===== src/hw/msr_defines.vh =====
// Constants for the motion stop reaction block
// Summary of operation
// (RULE1) Halt interrupts motion, resumes when withdrawn
// (RULE2) Halt from input pin or fieldbus
// (RULE3) Halt code 1 ramp, 3 torque
// (RULE4) Selector writes refused during deceleration ramp
// (RULE5) Halt limit: min halt, motor, stage, I2t
// (RULE6) Halt current 16-bit, 0.01 A, immediate
// (RULE7) Quick stop on class 1/2 or command
// (RULE8) Quick stop codes -2,-1,6,7; reset 6
// (RULE9) Quick stop uses its rate or current
// (RULE10) Quick rate 1..2^31-1, default 6000, next start
// (RULE11) Quick limit: min quick, motor, stage, I2t
// (RULE12) Halt rate default 600, zero ignored
// (RULE13) End state only after standstill
`ifndef MSR_DEFINES_VH
`define MSR_DEFINES_VH
// Parameter addresses
`define MSR_ADDR_QS_RATE 16'h0624
`define MSR_ADDR_HALT_SEL 16'h062e
`define MSR_ADDR_QS_SEL 16'h0630
`define MSR_ADDR_HALT_RATE 16'h0616
`define MSR_ADDR_QS_CUR 16'h111a
`define MSR_ADDR_HALT_CUR 16'h111c
// Reset values
`define MSR_RST_QS_RATE 32'h00001770
`define MSR_RST_HALT_RATE 32'h00000258
`define MSR_RST_HALT_SEL 16'h0001
`define MSR_RST_QS_SEL 16'h0006
// Option codes
`define MSR_HALT_DECEL 16'h0001
`define MSR_HALT_TORQUE 16'h0003
`define MSR_QS_TORQ_FAULT 16'hfffe
`define MSR_QS_DEC_FAULT 16'hffff
`define MSR_QS_DEC_HOLD 16'h0006
`define MSR_QS_TORQ_HOLD 16'h0007
// Rate range
`define MSR_RATE_MAX 32'h7fffffff
// Operating state numbers
`define MSR_OPST_QS_ACTIVE 4'h7
`define MSR_OPST_FAULT 4'h9
`endif


===== src/hw/msr_motion_stop_reaction.v =====
// Halt and quick stop reaction logic with its parameter registers
`timescale 1ns/1ps
`include "msr_defines.vh"

module msr_motion_stop_reaction #(
  parameter [15:0] HALT_CUR_RESET = 16'h0000, // Stage peak at commissioning
  parameter [15:0] QS_CUR_RESET = 16'h0000
) (
  // Clock and reset
  input wire ref_clk,
  input wire reset_n,
  // Parameter access port
  input wire [15:0] parAddr,
  input wire [31:0] parWrData,
  input wire parWrEn,
  input wire parRdEn,
  output reg [31:0] parRdData,
  output reg parAck,
  output reg parErr,
  // Stop requests
  input wire haltPin,
  input wire haltCmd,
  input wire errClass1,
  input wire errClass2,
  input wire quickStopCmd,
  input wire stopClear,
  // Motion generator status
  input wire motionStart,
  input wire motorStandstill,
  // Current limits from elsewhere
  input wire [15:0] motorMaxCurrent,
  input wire [15:0] stagePeakCurrent,
  input wire [15:0] i2tCurrent,
  // Stop reaction outputs
  output reg haltActive,
  output reg quickStopActive,
  output reg torqueRamp,
  output reg decelRampRunning,
  output reg [31:0] activeDecelRate,
  output reg [15:0] activeCurrentLimit,
  output reg [3:0] opState,
  output reg faultState
);

  // Controller states
  localparam [2:0] ST_RUN = 3'd0;
  localparam [2:0] ST_HALT_RAMP = 3'd1;
  localparam [2:0] ST_HALT_HELD = 3'd2;
  localparam [2:0] ST_QS_RAMP = 3'd3;
  localparam [2:0] ST_QS_HOLD = 3'd4;
  localparam [2:0] ST_FAULT = 3'd5;

  // Smallest of two unsigned currents
  function [15:0] min2;
    input [15:0] a;
    input [15:0] b;
    begin
      min2 = (a < b) ? a : b;
    end
  endfunction

  // Quick stop code selects the torque ramp
  function qsTorque;
    input [15:0] code;
    begin
      qsTorque = (code == `MSR_QS_TORQ_FAULT) || (code == `MSR_QS_TORQ_HOLD);
    end
  endfunction

  // Parameter registers
  reg [31:0] qsRate_r;
  reg [31:0] haltRate_r;
  reg [15:0] haltSel_r;
  reg [15:0] qsSel_r;
  reg [15:0] haltCur_r;
  reg [15:0] qsCur_r;
  // Rates latched at motion start
  reg [31:0] qsRateApplied_r;
  reg [31:0] haltRateApplied_r;
  // Halt pin synchroniser
  reg haltSync1_r;
  reg haltSync2_r;
  // Controller state
  reg [2:0] state_r;
  reg [2:0] state_nxt;

  // Decoded requests
  wire haltReq = haltSync2_r | haltCmd; // [RULE2]
  wire qsReq = errClass1 | errClass2 | quickStopCmd; // [RULE7]
  wire inHalt = (state_r == ST_HALT_RAMP) || (state_r == ST_HALT_HELD);
  wire qsIsTorque = qsTorque(qsSel_r);
  wire haltIsTorque = (haltSel_r == `MSR_HALT_TORQUE);
  // Deceleration ramp currently braking the motor
  wire decelRunning = ((state_r == ST_HALT_RAMP) && !haltIsTorque) ||
                      ((state_r == ST_QS_RAMP) && !qsIsTorque);

  // Write acceptance checks
  wire wrData16Hi0 = (parWrData[31:16] == 16'h0000);
  wire haltSelOk = wrData16Hi0 && ((parWrData[15:0] == `MSR_HALT_DECEL) ||
                   (parWrData[15:0] == `MSR_HALT_TORQUE)); // [RULE3]
  wire qsSelOk = (parWrData[15:0] == `MSR_QS_TORQ_FAULT) ||
                 (parWrData[15:0] == `MSR_QS_DEC_FAULT) ||
                 (parWrData[15:0] == `MSR_QS_DEC_HOLD) ||
                 (parWrData[15:0] == `MSR_QS_TORQ_HOLD); // [RULE8]
  wire rateOk = (parWrData != 32'h00000000) && (parWrData <= `MSR_RATE_MAX); // [RULE10]

  // Address decode
  wire hitQsRate = (parAddr == `MSR_ADDR_QS_RATE);
  wire hitHaltRate = (parAddr == `MSR_ADDR_HALT_RATE);
  wire hitHaltSel = (parAddr == `MSR_ADDR_HALT_SEL);
  wire hitQsSel = (parAddr == `MSR_ADDR_QS_SEL);
  wire hitHaltCur = (parAddr == `MSR_ADDR_HALT_CUR);
  wire hitQsCur = (parAddr == `MSR_ADDR_QS_CUR);
  wire hitAny = hitQsRate | hitHaltRate | hitHaltSel | hitQsSel | hitHaltCur | hitQsCur;

  // Write is refused when value is illegal or ramp blocks it
  reg wrRefuse;
  always @*
  begin
    wrRefuse = 1'b0;
    if (!hitAny)
      wrRefuse = 1'b1;
    else if (hitHaltSel)
      wrRefuse = !haltSelOk || decelRunning; // [RULE4]
    else if (hitQsSel)
      wrRefuse = !qsSelOk || decelRunning; // [RULE4]
    else if (hitQsRate)
      wrRefuse = !rateOk;
    else if (hitHaltRate)
      wrRefuse = !rateOk; // Zero leaves the value unchanged [RULE12]
    else
      wrRefuse = !wrData16Hi0; // Currents are plain 16-bit [RULE6]
  end

  wire wrGo = parWrEn && !wrRefuse;

  // Halt pin passes two flip-flops before use
  always @(posedge ref_clk or negedge reset_n)
  begin
    if (!reset_n)
    begin
      haltSync1_r <= 1'b0;
      haltSync2_r <= 1'b0;
    end
    else
    begin
      haltSync1_r <= haltPin;
      haltSync2_r <= haltSync1_r;
    end
  end

  // Parameter storage, changes to selectors and currents act at once
  always @(posedge ref_clk or negedge reset_n)
  begin
    if (!reset_n)
    begin
      qsRate_r <= `MSR_RST_QS_RATE;
      haltRate_r <= `MSR_RST_HALT_RATE;
      haltSel_r <= `MSR_RST_HALT_SEL;
      qsSel_r <= `MSR_RST_QS_SEL;
      haltCur_r <= HALT_CUR_RESET;
      qsCur_r <= QS_CUR_RESET;
    end
    else if (wrGo)
    begin
      if (hitQsRate)
        qsRate_r <= parWrData; // [RULE10]
      if (hitHaltRate)
        haltRate_r <= parWrData; // [RULE12]
      if (hitHaltSel)
        haltSel_r <= parWrData[15:0]; // [RULE3]
      if (hitQsSel)
        qsSel_r <= parWrData[15:0]; // [RULE8]
      if (hitHaltCur)
        haltCur_r <= parWrData[15:0]; // [RULE6]
      if (hitQsCur)
        qsCur_r <= parWrData[15:0];
    end
  end

  // Rates take effect only when the next movement starts
  always @(posedge ref_clk or negedge reset_n)
  begin
    if (!reset_n)
    begin
      qsRateApplied_r <= `MSR_RST_QS_RATE;
      haltRateApplied_r <= `MSR_RST_HALT_RATE;
    end
    else if (motionStart)
    begin
      qsRateApplied_r <= qsRate_r; // [RULE10]
      haltRateApplied_r <= haltRate_r;
    end
  end

  // Read data and acknowledge, one cycle after the strobe
  always @(posedge ref_clk or negedge reset_n)
  begin
    if (!reset_n)
    begin
      parRdData <= 32'h00000000;
      parAck <= 1'b0;
      parErr <= 1'b0;
    end
    else
    begin
      parAck <= parWrEn | parRdEn;
      parErr <= (parWrEn && wrRefuse) || (parRdEn && !hitAny);
      if (parRdEn)
      begin
        if (hitQsRate)
          parRdData <= qsRate_r;
        else if (hitHaltRate)
          parRdData <= haltRate_r;
        else if (hitHaltSel)
          parRdData <= {16'h0000, haltSel_r};
        else if (hitQsSel)
          parRdData <= {{16{qsSel_r[15]}}, qsSel_r}; // Signed code
        else if (hitHaltCur)
          parRdData <= {16'h0000, haltCur_r};
        else if (hitQsCur)
          parRdData <= {16'h0000, qsCur_r};
        else
          parRdData <= 32'h00000000;
      end
    end
  end

  // Stop sequencing; quick stop outranks halt
  always @*
  begin
    state_nxt = state_r;
    case (state_r)
      ST_RUN:
      begin
        if (qsReq)
          state_nxt = ST_QS_RAMP; // [RULE7]
        else if (haltReq)
          state_nxt = ST_HALT_RAMP; // [RULE1]
      end
      ST_HALT_RAMP, ST_HALT_HELD:
      begin
        if (qsReq)
          state_nxt = ST_QS_RAMP; // [RULE7]
        else if (!haltReq)
          state_nxt = ST_RUN; // Movement may resume [RULE1]
        else if (motorStandstill)
          state_nxt = ST_HALT_HELD;
      end
      ST_QS_RAMP:
      begin
        // End state waits for standstill [RULE13]
        if (motorStandstill)
        begin
          if (qsSel_r == `MSR_QS_TORQ_FAULT || qsSel_r == `MSR_QS_DEC_FAULT)
            state_nxt = ST_FAULT; // [RULE8]
          else
            state_nxt = ST_QS_HOLD; // [RULE8]
        end
      end
      ST_QS_HOLD, ST_FAULT:
      begin
        // Left only by an explicit clear from the controller
        if (stopClear && !qsReq)
          state_nxt = ST_RUN;
      end
      default:
        state_nxt = ST_RUN;
    endcase
  end

  // State register
  always @(posedge ref_clk or negedge reset_n)
  begin
    if (!reset_n)
      state_r <= ST_RUN;
    else
      state_r <= state_nxt;
  end

  // Limit from the next state so outputs match the state register
  wire nxtHalt = (state_nxt == ST_HALT_RAMP) || (state_nxt == ST_HALT_HELD);
  wire nxtQs = (state_nxt == ST_QS_RAMP) || (state_nxt == ST_QS_HOLD) ||
               (state_nxt == ST_FAULT);
  wire [15:0] baseLimit = min2(min2(motorMaxCurrent, stagePeakCurrent), i2tCurrent);
  wire [15:0] haltLimit = min2(haltCur_r, baseLimit); // [RULE5]
  wire [15:0] qsLimit = min2(qsCur_r, baseLimit); // [RULE11]
  wire nxtDecel = ((state_nxt == ST_HALT_RAMP) && !haltIsTorque) ||
                  ((state_nxt == ST_QS_RAMP) && !qsIsTorque);

  // Registered outputs toward the motion generator and current loop
  always @(posedge ref_clk or negedge reset_n)
  begin
    if (!reset_n)
    begin
      haltActive <= 1'b0;
      quickStopActive <= 1'b0;
      torqueRamp <= 1'b0;
      decelRampRunning <= 1'b0;
      activeDecelRate <= `MSR_RST_HALT_RATE;
      activeCurrentLimit <= 16'h0000;
      opState <= 4'h0;
      faultState <= 1'b0;
    end
    else
    begin
      haltActive <= nxtHalt; // [RULE1]
      quickStopActive <= nxtQs;
      decelRampRunning <= nxtDecel;
      if (nxtQs)
      begin
        torqueRamp <= qsIsTorque; // [RULE9]
        activeDecelRate <= qsRateApplied_r; // [RULE9]
        activeCurrentLimit <= qsLimit; // [RULE11]
      end
      else if (nxtHalt)
      begin
        torqueRamp <= haltIsTorque; // [RULE3]
        activeDecelRate <= haltRateApplied_r;
        activeCurrentLimit <= haltLimit; // [RULE5]
      end
      else
      begin
        torqueRamp <= 1'b0;
        activeDecelRate <= haltRateApplied_r;
        activeCurrentLimit <= baseLimit;
      end
      if (state_nxt == ST_FAULT)
        opState <= `MSR_OPST_FAULT; // [RULE13]
      else if (state_nxt == ST_QS_HOLD)
        opState <= `MSR_OPST_QS_ACTIVE; // [RULE13]
      else
        opState <= 4'h0;
      faultState <= (state_nxt == ST_FAULT);
    end
  end

endmodule


===== config.mk =====
export PLATFORM = sky130hd
export DESIGN_NAME = msr_motion_stop_reaction
export DESIGN_NICKNAME = d
export VERILOG_FILES = /design/src/hw/msr_motion_stop_reaction.v
export VERILOG_INCLUDE_DIRS = /design/src /design/src/hw
export SDC_FILE = /design/constraint.sdc
export NUM_CORES = 1
export LEC_CHECK = 0
export ABC_AREA = 1
export BUFFER_PORTS_ARGS = -buffer_cell sky130_fd_sc_hd__buf_2
export CAP_MARGIN = 40
export CORE_MARGIN = 2
export CORE_UTILIZATION = 35
export CTS_CLUSTER_DIAMETER = 80
export DETAILED_ROUTE_END_ITERATION = 12
export PLACE_DENSITY = 0.55
export SYNTH_ARGS = -nofsm -noshare
export SYNTH_HDL_FRONTEND = slang
export SYNTH_SLANG_ARGS = --single-unit

===== constraint.sdc =====
create_clock -name ref_clk -period 2.6 [get_ports ref_clk]
set_clock_uncertainty 0.05 [all_clocks]
set_input_delay 0.26 -clock ref_clk [delete_from_list [all_inputs] [get_ports ref_clk]]
set_output_delay 0.26 -clock ref_clk [all_outputs]
set_load 0.1 [all_outputs]

# Word-level counts from Yosys, hierarchy flattened
# Cells that the tools add are included.
[word_totals]
out_inout_bits = 91
regBits = 288
[op_classes]
reduce_logical = 44
mux = 31
eq_ne = 26
order_cmp = 5
n_bitwise = 9
[ops]
columns = ["op", "n"]
rows = [
  ["$mux W32", 5],
  ["$mux W16", 8],
  ["$eq A16 B11 Y1 const B", 4],
  ["$eq A16 B16 Y1 const B", 4],
  ["$lt A16 B16 Y1", 4],
  ["$eq A16 B3 Y1 const B", 3],
  ["$eq A16 B13 Y1 const B", 2],
  ["$eq A16 B2 Y1 const B", 2],
  ["$le A32 B31 Y1 const B", 1],
  ["$reduce_bool A32 Y1", 1],
  ["$mux W3", 8],
  ["$eq A16 B1 Y1 const B", 1],
  ["$logic_not A16 Y1", 1],
  ["$logic_or A1 B1 Y1", 14],
  ["$eq A3 B2 Y1 const B", 4],
  ["$eq A3 B3 Y1 const B", 4],
  ["$pmux W3 S4", 1],
  ["$reduce_and A2 Y1", 6],
  ["$logic_and A1 B1 Y1", 10],
  ["$logic_not A1 Y1", 9],
  ["$or A1 B1 Y1", 9],
  ["$mux W1", 8],
  ["$eq A3 B1 Y1 const B", 2],
  ["$mux W4", 1],
  ["2 further kinds", 3],
]

# Longest topological paths before layout
[depth]
ltp_word = 12
ltp_mapped = 40
depth_no_buf = 35

# Least setup slack after synthesis
# OpenSTA, ideal clock, no wires.
[synth_timing]
kind = "input port to flip-flop"
startpoint = "input port stagePeakCurrent[7]"
endpoint = "register activeCurrentLimit[5]"
path_buffers = 6
slack_ps = -2448
t_required_ps = 2431
stages = 30
t_arrival_ps = 4879
setup_time_ps = 119
cell_sequence = "inv_1 -> ha_1 -> nand2_1 -> o21a_1 -> nand2_1 -> nand2_2 -> nand2_2 -> clkbuf_1 -> clkbuf_1 -> a21oi_1 -> ha_1 -> nand2_1 -> inv_1 -> o21bai_1 -> a21oi_1 -> a2111oi_4 -> nand2_2 -> buf_2 -> clkbuf_1 -> o21ai_0 -> ha_1 -> nand2_1 -> nor2_1 -> a211oi_1 -> o221a_2 -> buf_1 -> clkbuf_1 -> nand3_1 -> nand3_1 -> nand2_1"
[synth_via]
elab_chain_cells = 8
word_cells_on_any_way = 10
classes_between = "order compare (4); mux (6)"
[synth_lines]
columns = ["element", "line", "rtl"]
rows = [
  ["start: declaration", "msr_motion_stop_reaction.v:32", "input wire [15:0] stagePeakCurrent,"],
  ["$lt A16 B16 Y1", "msr_motion_stop_reaction.v:58", "min2 = (a < b) ? a : b;"],
  ["$mux W16 *", "msr_motion_stop_reaction.v:58", ""],
  ["$lt A16 B16 Y1", "msr_motion_stop_reaction.v:58", ""],
  ["$mux W16 *", "msr_motion_stop_reaction.v:58", ""],
  ["$lt A16 B16 Y1", "msr_motion_stop_reaction.v:58", ""],
  ["$mux W16", "msr_motion_stop_reaction.v:58", ""],
  ["$mux W16", "msr_motion_stop_reaction.v:316", "else if (nxtHalt)"],
  ["$mux W16 *", "msr_motion_stop_reaction.v:310", "if (nxtQs)"],
  ["end signal: assignment", "msr_motion_stop_reaction.v:314", "activeCurrentLimit <= qsLimit;"],
  ["end signal: assignment", "msr_motion_stop_reaction.v:320", "activeCurrentLimit <= haltLimit;"],
  ["end signal: assignment", "msr_motion_stop_reaction.v:326", "activeCurrentLimit <= baseLimit;"],
  ["end: declaration", "msr_motion_stop_reaction.v:40", "output reg [15:0] activeCurrentLimit,"],
]
# Every way passes the cells marked *; elsewhere a longest branch is shown, timed or not.
# A chain may end at the register's enable or synchronous reset.

# Final worst setup path
[layout_timing]
startpoint = "input port stagePeakCurrent[9]"
endpoint = "register activeCurrentLimit[5]"
# The elaborated chain is that of the path after synthesis.

==> results_dict.tcl <==
set metrics [dict create \
    yosysWarnings 0 \
    ios 199 \
    synth-main-ff-cell "dfrtp_1" \
    cts_tree "yes" \
    drtAntennaViolNets 0 \
    hold_end "qsRate_r[16]" \
    maxCapViolations 0 \
    p_clk_share_pct 24.8 \
    die_y_microns 205.1 \
    post-route-drc-count 0 \
    finalCritPeriodShare_pct 156.8 \
    crit_arrival_ns 4.49 \
    synth_adder_area_share_pct 5.125 \
    post_synth.cell_area_avg_sq_um 8.270 \
    fp.coreArea_sq_um 39820 \
    drt_iter0_markers 871 \
    grt_pass1_wl_mm 72.77 \
    syn2layout_area_growth_pct 53.39 \
    rsz0062_at_grt "yes" \
    setup-tns-final_ns -40.34 \
    violations "setup timing" \
    synth_compound_area_share_pct 13.96 \
    cts_buffers 30 \
    synth_seq_area_share_pct 50.80 \
    power.internal_w 0.009784 \
    r2r-start "qsSel_r[8]" \
    crit_path_max_incr_delay_ns 0.36 \
    worstMarginPinSlew_ns 0.6773 \
    die_width_microns 205.1 \
    p_switching_w 0.007602 \
    hold_viol_final 0 \
    switching_share_pct 43.73 \
    power_w 0.01739 \
    top_layer "met4" \
    wl_met3_mm 2.963 \
    critPathKind "primary input to flip-flop" \
    grt_max_degree 88 \
    layout.nets 2369 \
    synth_top_family_by_area "simple AND/OR/NAND/NOR gates" \
    crit_fanout 6 \
    ir_drop_v 0.0005120 \
    synth_xor_area_share_pct 0 \
    grt_pass1_vias 13190 \
    power_frac_seq_pct 29.5 \
    synthesis.nets 1878 \
    synth_edf_count 0 \
    antenna_found_initial 3 \
    worstHoldStart "parWrData[16]" \
    min_period_ns 4.078 \
    r2r_cells 13 \
    dp_cells 2594 \
    drt-total-wl_mm 49.19 \
    ys_types 44 \
    p_leak_nw 10.51 \
    netlist_area_sq_um 14160 \
    whs_path_depth 4 \
    portBuffers 198 \
    status "complete, but fails checks" \
    clk_pin_slew_worst_paths_ns 0.07 \
    min_path_type "primary input to flip-flop" \
    num_vias 13670 \
    root_buffer "clkbuf_16" \
    route.met2.wl_mm 23.67 \
    fmax_mhz 245.2 \
    gp_congestion 0.8582 \
    synthCells 1712 \
    start_kind "primary input" \
    clock_path_buffers 3 \
    maxSlewHeadroom_pct 54.85 \
    async_flop_share_pct 100.0 \
    crit_slowest_cell "a2111oi_4" \
    dr.pass1.iters 8 \
    combPwrFrac_pct 45.7 \
    dp_hpwl_mm 32.35 \
    grt_overflow 0 \
    die-area_sq_um 42080 \
    clk-insertion-delay-late_ns 0.57 \
    critPathCaptureType "flip-flop" \
    cts_htree_levels 1 \
    finalNonFillerCells 2754 \
    via_per_inst 4.963 \
    fp-row-count 73 \
    synth_mux_area_share_pct 0 \
    r2r_end "haltRate_r[5]" \
    avgRoutedWirePerCell_microns 17.86 \
    start_util_pct 35.55 \
    clkSinkCount 286 \
    ff2ff_setup_slack_ns -0.26 \
    setup_viol 140 \
    grt.total_usage_pct 22.05 \
    yosys.area_share.simple_pct 20.76 \
    fin_util_pct 54.54 \
    p_per_area_nw_per_um2 800.6 \
    slew_violations 0 \
    drive_gt1_share_pct 40.97 \
    cp.required_ns 3.01 \
    wl_met1_mm 21.37 \
    fin_ws_ns -1.478 \
    ys_ff_latch 286 \
]
Yosys cell counts (all sizes together) (2+ instances only):
cell	instances	area [sq um]
nand2	442	1714
inv	259	972.2
dfrtp	257	6431
o21ai	187	935.9
nor2	99	399.1
nand3	90	450.4
a21oi	71	355.3
ha	58	725.7
clkbuf	51	191.4
o221ai	34	297.8
dfstp	29	762.0
buf	26	152.6
nor4	24	165.2
nand4	16	100.1
a221oi	15	131.4
nor3	15	80.08
o22ai	15	93.84
a211oi	5	37.54
o21bai	3	22.52
clkinv	2	7.510
o311ai	2	17.52
layout by cell type, fill, tap and decap left out, drive strengths merged, types with 2 or more instances in the layout:
| cell type | synthesis | layout |
|---|---|---|
| buf | 26 | 501 |
| nand2 | 442 | 446 |
| inv | 259 | 260 |
| dfrtp | 257 | 257 |
| o21ai | 187 | 187 |
| nor2 | 99 | 99 |
| nand3 | 90 | 90 |
| a21oi | 71 | 71 |
| clkbuf | 51 | 60 |
| ha | 58 | 58 |
| o221ai | 34 | 34 |
| dfstp | 29 | 29 |
| nor4 | 24 | 24 |
| dlygate4sd3 | 0 | 18 |
| nand4 | 16 | 16 |
| o22ai | 15 | 15 |
| a221oi | 15 | 15 |
| nor3 | 15 | 15 |
| clkinv | 2 | 6 |
| a211oi | 5 | 5 |
| diode | 0 | 3 |
| o21bai | 3 | 3 |
| o311ai | 2 | 2 |
| clkinvlp | 0 | 2 |
repair_timing:
| action | CTS | global route |
|---|---|---|
| buffers inserted | 27 | 31 |
| cloned | 18 | 16 |
| hold buffers | 18 | 0 |
| hold endpoints to repair | 90 | 0 |
| gates resized for setup | 239 | 292 |
| setup endpoints to repair | 144 | 170 |
| pin swaps | 18 | 53 |
power by group through the flow:
stage | clock network [W] | logic, W | registers, W
finish | 0.00431 | 0.00795 | 0.00513
global route | 0.00458 | 0.00840 | 0.00517
CTS | 0.00440 | 0.00714 | 0.00514
detailed placement | 0 | 0.00685 | 0.00521
global placement | 0 | 0.00671 | 0.00522
floorplan | 0 | 0.00217 | 0.00780
cells by family after synthesis:
family	Yosys count
fa+ha+maj	58
buf+inv	338
compound gates	340
simple gates	690
flops	286
layout make-up:
class	instances	area, sq um
Clock buffer	48	919.6
Fill cell	3639	18100
Inverter	261	1011
Tap cell	525	656.9
Timing Repair Buffer	531	4488
Antenna cell	3	7.507
Sequential cell	286	7193
Multi-Input combinational cell	1092	7368
Clock inverter	7	66.31
Timing Repair inverter	1	7.507
routing by layer:
metal | vias up | GRT usage (%)
met5 | - | 0
met4 | 0 | 5.447
met3 | 72 | 3.516
met2 | 391 | 36.22
met1 | 6573 | 30.41
li1 | 6632 | -
registers in the layout, indices dropped and copies added (netlist names), 32 cells and up:
signal	count
qsRate_r	32
activeDecelRate	32
haltRateApplied_r	32
qsRateApplied_r	32
parRdData	32
haltRate_r	32
worst max-delay path, delay by kind of cell:
family / cells / cell delay, ns
AOI/OAI and AO/OA: 10 / 1.63
adders and majority gates: 3 / 0.71
buffers and inverters: 7 / 0.82
and+or+nand+nor: 10 / 1.06
how the worst max path moves through the flow:
stage / startpoint / end / slack [ns] / depth (start not counted)
global placement: stagePeakCurrent[9] / activeCurrentLimit[9] / -2.15 / 32
CTS: motorMaxCurrent[3] / activeCurrentLimit[12] / -1.20 / 31
floorplan: stagePeakCurrent[9] / activeCurrentLimit[5] / -1.96 / 32
global route: stagePeakCurrent[9] / activeCurrentLimit[5] / -1.64 / 31
finish: stagePeakCurrent[9] / activeCurrentLimit[5] / -1.48 / 30
detailed placement: stagePeakCurrent[3] / activeCurrentLimit[2] / -2.25 / 30
metrics by stage:
step	instance area (sq um)	hold WS, ns	setup slack, ns
after global placement	17640	0.1895	-2.151
final	21720	0.03502	-1.478
after detailed placement	17660	0.1942	-2.249
after global routing	21710	0.04879	-1.642
after floorplan	14400	-0.08559	-1.960
after CTS	20070	0.02606	-1.199
Note: power is estimated with default switching activity, not from simulation.
